**src/design/tmr_io_pkg.sv**
```systemverilog
// Purpose: shared constants and carriers for the timer channel i/o mode select block
// Assumes: four-bit selection fields, one system clock
// Notes:   mode codes are matched with don't-care bits masked
package tmr_io_pkg;

  // ----------------------------------------------------------------
  // selection field layout and codes
  // ----------------------------------------------------------------
  localparam int          SEL_W          = 4;
  localparam int          CNT_W_DEF      = 16;
  localparam int          PSC_W          = 3;
  localparam logic [3:0]  SEL_RESET      = 4'h0;
  localparam logic [3:0]  CODE_OFF0      = 4'h0;  // output disabled, initial 0
  localparam logic [3:0]  CODE_LOW0      = 4'h1;  // initial 0, 0 at match
  localparam logic [3:0]  CODE_HIGH0     = 4'h2;  // initial 0, 1 at match
  localparam logic [3:0]  CODE_TOG0      = 4'h3;  // initial 0, toggle at match
  localparam logic [3:0]  CODE_OFF1      = 4'h4;  // output disabled
  localparam logic [3:0]  CODE_LOW1      = 4'h5;  // initial 1, 0 at match
  localparam logic [3:0]  CODE_HIGH1     = 4'h6;  // initial 1, 1 at match
  localparam logic [3:0]  CODE_TOG1      = 4'h7;  // initial 1, toggle at match
  localparam logic [3:0]  CODE_CAP_RISE  = 4'h8;
  localparam logic [3:0]  CODE_CAP_FALL  = 4'h9;
  localparam logic [3:0]  CODE_CAP_BOTH  = 4'ha;  // matched under MASK_BOTH
  localparam logic [3:0]  MASK_BOTH      = 4'he;
  localparam logic [3:0]  CODE_CAP_INT   = 4'hc;  // matched under MASK_INT
  localparam logic [3:0]  MASK_INT       = 4'hc;
  localparam logic [2:0]  PSC_UNDIVIDED  = 3'h0;
  localparam int          NUM_UNITS      = 4;     // b3, c3, d3, b4
  localparam int          UNIT_B3        = 0;
  localparam int          UNIT_C3        = 1;
  localparam int          UNIT_D3        = 2;
  localparam int          UNIT_B4        = 3;

  // ----------------------------------------------------------------
  // carriers
  // ----------------------------------------------------------------
  typedef enum logic [2:0] {
    MODE_IDLE, MODE_CMP_LOW, MODE_CMP_HIGH, MODE_CMP_TOG,
    MODE_CAP_RISE, MODE_CAP_FALL, MODE_CAP_BOTH, MODE_CAP_INT
  } mode_type;

  typedef struct packed {
    logic       out_en;
    logic       init_level;
    mode_type   mode;
  } decoded_type;

  typedef struct packed {
    logic [3:0] sel_b3;
    logic [3:0] sel_c3;
    logic [3:0] sel_d3;
    logic [3:0] sel_b4;
    logic       buffer_mode_d;
    logic [2:0] prescale_sel;
  } config_type;

endpackage

```
**src/design/sel_decoder.sv**
```systemverilog
// Purpose: decodes one four-bit selection field into a mode
// Assumes: pure combinational, caller registers the result
// Notes:   internal trigger only accepted when allow_int is set
`timescale 1ns/1ps
module sel_decoder (
  input  wire logic [3:0]              sel,
  input  wire logic                    allow_int,
  output tmr_io_pkg::decoded_type      dec
);
  import tmr_io_pkg::*;

  // ----------------------------------------------------------------
  // decode
  // ----------------------------------------------------------------
  // masked matches keep don't-care bits out of the decision
  always_comb begin
    dec.out_en     = 1'b0;
    dec.init_level = sel[2];
    dec.mode       = MODE_IDLE;
    if ((sel & MASK_INT) == CODE_CAP_INT) begin
      dec.mode = allow_int ? MODE_CAP_INT : MODE_IDLE;
    end else if ((sel & MASK_BOTH) == CODE_CAP_BOTH) begin
      dec.mode = MODE_CAP_BOTH;
    end else if (sel == CODE_CAP_FALL) begin
      dec.mode = MODE_CAP_FALL;
    end else if (sel == CODE_CAP_RISE) begin
      dec.mode = MODE_CAP_RISE;
    end else begin
      case (sel[1:0])
        2'h1: begin
          dec.out_en = 1'b1;
          dec.mode   = MODE_CMP_LOW;
        end
        2'h2: begin
          dec.out_en = 1'b1;
          dec.mode   = MODE_CMP_HIGH;
        end
        2'h3: begin
          dec.out_en = 1'b1;
          dec.mode   = MODE_CMP_TOG;
        end
        default: begin
          dec.mode = MODE_IDLE;
        end
      endcase
    end
  end

endmodule

```
**src/design/timer_channel_io_mode_select.sv**
```systemverilog
// Purpose: i/o mode selection for the ch3 b/c/d and ch4 b compare/capture registers
// Assumes: counters, compare matches and count strobes come from the timer core on clk
// Notes:   mode changes take effect at the next counter clock enable
//
// Notes on behaviour
// - code 1000 captures the counter on a rising pin edge.
// - code 1001 captures the counter on a falling pin edge.
// - code 101x captures on both pin edges, low bit ignored.
// - ch3 b and d: code 11xx takes trigger from ch4 counting.
// - ch3 b and d internal trigger captures whenever ch4 counter counts up or down, prescaler not 000.
// - ch4 prescaler 000 disables the ch4 count capture trigger.
// - ch3 d in buffer mode does neither capture nor compare.
// - ch4 b code 11xx captures on ch3 c match or capture.
// - code 0101 starts pin high, drives low at match; 0100 disabled.
// - code 0110 or 0010 drives pin high at match.
// - code 0111 or 0011 toggles pin at each match.
`timescale 1ns/1ps
module timer_channel_io_mode_select #(
  parameter int CNT_W = tmr_io_pkg::CNT_W_DEF
) (
  input  wire logic                    clk,
  input  wire logic                    rst_n,
  input  wire tmr_io_pkg::config_type  cfg,
  input  wire logic                    count_en,
  input  wire logic [CNT_W-1:0]        ch3_counter,
  input  wire logic [CNT_W-1:0]        ch4_counter,
  input  wire logic                    ch4_count_step,
  input  wire logic [3:0]              match_in,
  input  wire logic [3:0]              pin_in,
  output logic      [3:0]              pin_out,
  output logic      [3:0]              pin_oe,
  output logic      [3:0]              capture_stb,
  output logic      [CNT_W-1:0]        ch3_reg_b,
  output logic      [CNT_W-1:0]        ch3_reg_c,
  output logic      [CNT_W-1:0]        ch3_reg_d,
  output logic      [CNT_W-1:0]        ch4_reg_b
);
  import tmr_io_pkg::*;

  // ----------------------------------------------------------------
  // selection decode
  // ----------------------------------------------------------------
  logic [3:0]   sel_vec [NUM_UNITS];
  logic [3:0]   allow_int;
  decoded_type  dec_now [NUM_UNITS];
  decoded_type  dec_reg [NUM_UNITS];
  decoded_type  dec_next [NUM_UNITS];

  assign sel_vec[UNIT_B3] = cfg.sel_b3;
  assign sel_vec[UNIT_C3] = cfg.sel_c3;
  assign sel_vec[UNIT_D3] = cfg.sel_d3;
  assign sel_vec[UNIT_B4] = cfg.sel_b4;
  // only b3, d3 and b4 have an internal trigger source
  assign allow_int = 4'hd;

  // ----------------------------------------------------------------
  // pin synchronisers, three stages
  // ----------------------------------------------------------------
  logic [3:0] sync1_reg;
  logic [3:0] sync2_reg;
  logic [3:0] sync3_reg;
  logic [3:0] sync1_next;
  logic [3:0] sync2_next;
  logic [3:0] sync3_next;
  logic [3:0] level_reg;
  logic [3:0] level_next;

  // a change counts once stages two and three agree
  always_comb begin
    sync1_next = pin_in;
    sync2_next = sync1_reg;
    sync3_next = sync2_reg;
    level_next = level_reg;
    for (int i = 0; i < NUM_UNITS; i++) begin
      if (sync2_reg[i] == sync3_reg[i]) begin
        level_next[i] = sync3_reg[i];
      end
    end
  end

  always_ff @(posedge clk) begin
    if (!rst_n) begin
      sync1_reg <= 4'h0;
      sync2_reg <= 4'h0;
      sync3_reg <= 4'h0;
      level_reg <= 4'h0;
    end else begin
      sync1_reg <= sync1_next;
      sync2_reg <= sync2_next;
      sync3_reg <= sync3_next;
      level_reg <= level_next;
    end
  end

  wire [3:0] rise = level_next & ~level_reg;
  wire [3:0] fall = ~level_next & level_reg;

  // ----------------------------------------------------------------
  // internal trigger sources
  // ----------------------------------------------------------------
  // an undivided ch4 clock would strobe every cycle, so it is ignored
  wire ch4_trig = ch4_count_step && (cfg.prescale_sel != PSC_UNDIVIDED);
  // ch3 c event for ch4 b: its compare match or its capture
  logic capture_stb_next_c3;
  wire c3_event = (match_in[UNIT_C3] && dec_reg[UNIT_C3].out_en) ||
                  capture_stb_next_c3;

  // ----------------------------------------------------------------
  // per unit logic
  // ----------------------------------------------------------------
  logic [3:0]        pin_out_next;
  logic [3:0]        pin_oe_next;
  logic [3:0]        cap_next;
  logic [CNT_W-1:0]  src_cnt [NUM_UNITS];
  logic [CNT_W-1:0]  cap_val_reg [NUM_UNITS];
  logic [CNT_W-1:0]  cap_val_next [NUM_UNITS];
  logic [3:0]        unit_off;

  assign src_cnt[UNIT_B3] = ch3_counter;
  assign src_cnt[UNIT_C3] = ch3_counter;
  assign src_cnt[UNIT_D3] = ch3_counter;
  assign src_cnt[UNIT_B4] = ch4_counter;
  // buffered d3 is neither capture nor compare
  assign unit_off = {1'b0, cfg.buffer_mode_d, 2'b00};
  assign capture_stb_next_c3 = cap_next[UNIT_C3];

  genvar g;
  generate
    for (g = 0; g < NUM_UNITS; g++) begin : g_unit
      sel_decoder u_dec (
        .sel       (sel_vec[g]),
        .allow_int (allow_int[g]),
        .dec       (dec_now[g])
      );

      // trigger choice for this unit
      logic trig;
      always_comb begin
        trig = 1'b0;
        case (dec_reg[g].mode)
          MODE_CAP_RISE: trig = rise[g];
          MODE_CAP_FALL: trig = fall[g];
          MODE_CAP_BOTH: trig = rise[g] | fall[g];
          MODE_CAP_INT:  trig = (g == UNIT_B4) ? c3_event : ch4_trig;
          default:       trig = 1'b0;
        endcase
      end

      // next values: mode latched on counter clock, pin action on match
      always_comb begin
        dec_next[g]     = dec_reg[g];
        pin_out_next[g] = pin_out[g];
        pin_oe_next[g]  = pin_oe[g];
        cap_next[g]     = 1'b0;
        cap_val_next[g] = cap_val_reg[g];
        if (count_en) begin
          dec_next[g] = dec_now[g];
          if (dec_now[g].mode != dec_reg[g].mode ||
              dec_now[g].init_level != dec_reg[g].init_level) begin
            pin_out_next[g] = dec_now[g].init_level;
          end
        end
        pin_oe_next[g] = dec_next[g].out_en && !unit_off[g];
        if (!unit_off[g]) begin
          if (dec_reg[g].out_en && match_in[g]) begin
            case (dec_reg[g].mode)
              MODE_CMP_LOW:  pin_out_next[g] = 1'b0;
              MODE_CMP_HIGH: pin_out_next[g] = 1'b1;
              MODE_CMP_TOG:  pin_out_next[g] = ~pin_out[g];
              default:       pin_out_next[g] = pin_out[g];
            endcase
          end
          if (trig) begin
            cap_next[g]     = 1'b1;
            cap_val_next[g] = src_cnt[g];
          end
        end
      end

      always_ff @(posedge clk) begin
        if (!rst_n) begin
          dec_reg[g]     <= '{out_en: 1'b0, init_level: 1'b0, mode: MODE_IDLE};
          pin_out[g]     <= 1'b0;
          pin_oe[g]      <= 1'b0;
          capture_stb[g] <= 1'b0;
          cap_val_reg[g] <= '0;
        end else begin
          dec_reg[g]     <= dec_next[g];
          pin_out[g]     <= pin_out_next[g];
          pin_oe[g]      <= pin_oe_next[g];
          capture_stb[g] <= cap_next[g];
          cap_val_reg[g] <= cap_val_next[g];
        end
      end
    end
  endgenerate

  // ----------------------------------------------------------------
  // captured values out
  // ----------------------------------------------------------------
  assign ch3_reg_b = cap_val_reg[UNIT_B3];
  assign ch3_reg_c = cap_val_reg[UNIT_C3];
  assign ch3_reg_d = cap_val_reg[UNIT_D3];
  assign ch4_reg_b = cap_val_reg[UNIT_B4];

endmodule

```
**config.mk**
```make
export PLATFORM = sky130hd
export DESIGN_NAME = timer_channel_io_mode_select
export DESIGN_NICKNAME = d
export VERILOG_FILES = /design/src/design/tmr_io_pkg.sv /design/src/design/sel_decoder.sv /design/src/design/timer_channel_io_mode_select.sv
export SDC_FILE = /design/constraint.sdc
export NUM_CORES = 1
export LEC_CHECK = 0
export ABC_CLOCK_PERIOD_IN_PS = 2500
export BUFFER_PORTS_ARGS = -buffer_cell sky130_fd_sc_hd__buf_4
export CORE_UTILIZATION = 51
export DETAILED_ROUTE_END_ITERATION = 8
export PLACE_DENSITY = 0.91
export SLEW_MARGIN = 20
export SYNTH_ARGS = -nofsm -noshare
export SYNTH_HDL_FRONTEND = slang
export SYNTH_SLANG_ARGS = --single-unit
```
**constraint.sdc**
```tcl
create_clock -name clk -period 2.5 [get_ports clk]
set_clock_uncertainty 0.05 [all_clocks]
set_input_delay 0.125 -clock clk [delete_from_list [all_inputs] [get_ports clk]]
set_output_delay 0.125 -clock clk [all_outputs]
set_load 0.01 [all_outputs]
```
==> impl_metrics.json <==
{
  "clock_latency_ns": 0.36,
  "die_y_um": 97.3,
  "synthesis.area_um2": 4630,
  "swShare_pct": 25.1,
  "max_cap_viol_count": 0,
  "grt_pass1_vias": 4253,
  "yosysMostFrequentCell": "dfxtp_1",
  "crit_fanout": 33,
  "synth_top_cell_by_area": "dfxtp_1",
  "clock_sinks": 109,
  "hp-start": "cfg[11]",
  "synth_common_cells": "109 x dfxtp_1, 72 x nand2_1, 65 x nor2_1, 60 x mux2i_1, 29 x o21ai_0",
  "ios": 140,
  "vias_per_cell": 5.35,
  "startpoint": "level_reg[2]",
  "clockPowerShare_pct": 32.5,
  "drtAntennaViolNets": 0,
  "outcome": "finished, final reports clean",
  "fin_tns_setup_ns": 0,
  "area_delta_synth_final_pct": 35.7,
  "synth_nets": 592,
  "crit-reg2reg-launch": "level_reg[2]",
  "synthCells": 520,
  "final-instance-count-excl-fill": 791,
  "clock_path_buffers": 2,
  "p_total_uw": 3270,
  "path_buf_inv": 1,
  "synth.yosys.warnings": 0,
  "antenna_found_initial": 0,
  "vias": 4233,
  "synth_ff_type": "dfxtp_1",
  "rows": 34,
  "async_flop_share_pct": 0,
  "ys_seq_area_share_pct": 47.1,
  "synth-edff-count": 0,
  "synth.distinct_cells": 48,
  "hold_path.class": "in -> reg",
  "avgSynthCellArea_um2": 8.90,
  "first_iter_violations": 126,
  "clkTransAtPathRegs_ns": 0.11,
  "holdWs_ns": 0.0101,
  "setup.worst_path.start_class": "flip-flop",
  "post-route-min-period_ns": 2.31,
  "die_area_um2": 9460,
  "peakVddDrop_mv": 0.325,
  "slew_viol_final": 0,
  "worst_pin_slew_ns": 0.571,
  "start_util_pct": 52.8,
  "rrSetupSlack_ns": 0.19,
  "diodes": 0,
  "ys_seq_elements": 109,
  "drive_gt1_share_pct": 24.0,
  "setup_viol": 0,
  "firstDrtPassIters": 5,
  "slowest_stage": "maj3_1",
  "worstPathArrival_ns": 2.55,
  "grt_pass1_wl_um": 19200,
  "dp.cells": 738,
  "htree_levels": 3,
  "clock.fmax_ghz": 0.433,
  "largest_reg_flops": 64,
  "placed_area_um2": 5710,
  "finalHoldViolCount": 0,
  "cts_tree": "built",
  "port_buffers": 139,
  "seq_power_share_pct": 55.7,
  "core_area_um2": 8760,
  "cp.required_ns": 2.74,
  "cpPeakStageDelay_ns": 0.40,
  "wl_per_cell_um": 14.7,
  "worst-setup-path-type": "reg -> reg",
  "cts_inserted_buffers": 9,
  "drc": 0,
  "synth_top_area_share_pct": 47.1,
  "fin_crit_sh_pct": 92.4,
  "critPathTopFamily": "adder cells",
  "hpwl_um": 7620,
  "hold_buffers": 37,
  "internal_power_uw": 2450,
  "finalNetCount": 750,
  "relSlewSlack_pct": 61.9,
  "post-cts-setup-buffer-count": 0,
  "finalInstanceArea_um2": 6280,
  "path_cells": "maj3_1 > ha_1 > nor2_1 > a21oi_1 > a2111oi_4 > buf_4 > nand3_1 > o21ai_0",
  "pwr-share-comb_pct": 11.8,
  "cp-end-kind": "flip-flop",
  "grt.total_usage_pct": 24.9,
  "routabilityCongestion": 0.801,
  "root_buffer": "clkbuf_8",
  "power_switching_uw": 821,
  "rsz0062_at_grt": "no",
  "power_leakage_uw": 0.00276,
  "die_w_um": 97.3,
  "grt_max_degree": 59,
  "yosys-top-cells-area": "dfxtp_1 47%, mux2i_1 13%, nand2_1 5.8%",
  "cts_resized": 0,
  "wirelength_um": 11600,
  "power.density_nw_per_um2": 521,
  "grt_overflow": 0
}
-- placed cells by master (no fill, tap or decap), drive strengths merged, types with 2 or more instances in the layout --
cell and instances:
maj3 4, inv 16, or3 2, nor3 7, and2 19, clkbuf 10, nand2b 2, nor2 65
a21oi 24, a22oi 2, nand3 21, o21a 2, a21boi 2, o21ai 29, o31ai 4, clkinv 2
xnor2 3, dfxtp 109, nand3b 7, a211oi 3, dlygate4sd3 37, buf 145, a31oi 3, nor2b 2
xor2 5, mux2i 60, ha 8, nand2 73
-- final cells by class --
type	count	area, um^2
clock inverters	6	68.8
well taps	108	135
fillers	631	2480
inverters	14	52.6
repair buffers	182	1480
flip-flops and latches	109	2180
clock buffers	10	128
multi-input cells	362	2230
-- final timing paths --
check / cells after the start / to
min reg2reg: 1 / sync2_reg[2]
min: 3 / dec_reg[2][2]
max reg2reg: 8 / cap_val_reg[2][14]
max: 8 / cap_val_reg[2][14]
-- power groups by stage --
stage,Combinational (uW),Clock (uW),Sequential (uW)
CTS,382,1090,1820
floorplan,183,0,1850
global placement,320,0,1860
global route,420,1160,1830
detailed placement,335,0,1860
finish,386,1060,1820
-- logic make-up after synthesis --
group | synth area share (%)
and+or+nand+nor | 19.9
DFF | 47.1
AOI/OAI and AO/OA | 10.0
muxes | 13.5
buffers and inverters | 4.92
adders and majority gates | 3.03
xor gates and xnor gates | 1.51
-- layer usage --
layer / track usage (%) / routed length [um] / vias up
li1: - / - / 2066
met1: 28.1 / 4720 / 1980
met2: 44.3 / 5820 / 151
met3: 4.75 / 666 / 36
met4: 13.1 / 421 / 0
met5: 0 / 0 / -
-- metrics by stage --
stage          util, %  worst slack [ns]
3_3_place_gp      65.2             0.368
6_report          71.7             0.190
2_1_floorplan        -             0.256
5_1_grt           71.7            0.0940
3_5_place_dp      65.2             0.239
4_1_cts           71.7             0.211
-- worst min-delay path, stage by stage --
cell and delay [ns]:
buf_4 0.11, mux2i_1 0.07, nor2_1 0.07
Power figures use the tool's default switching activity.
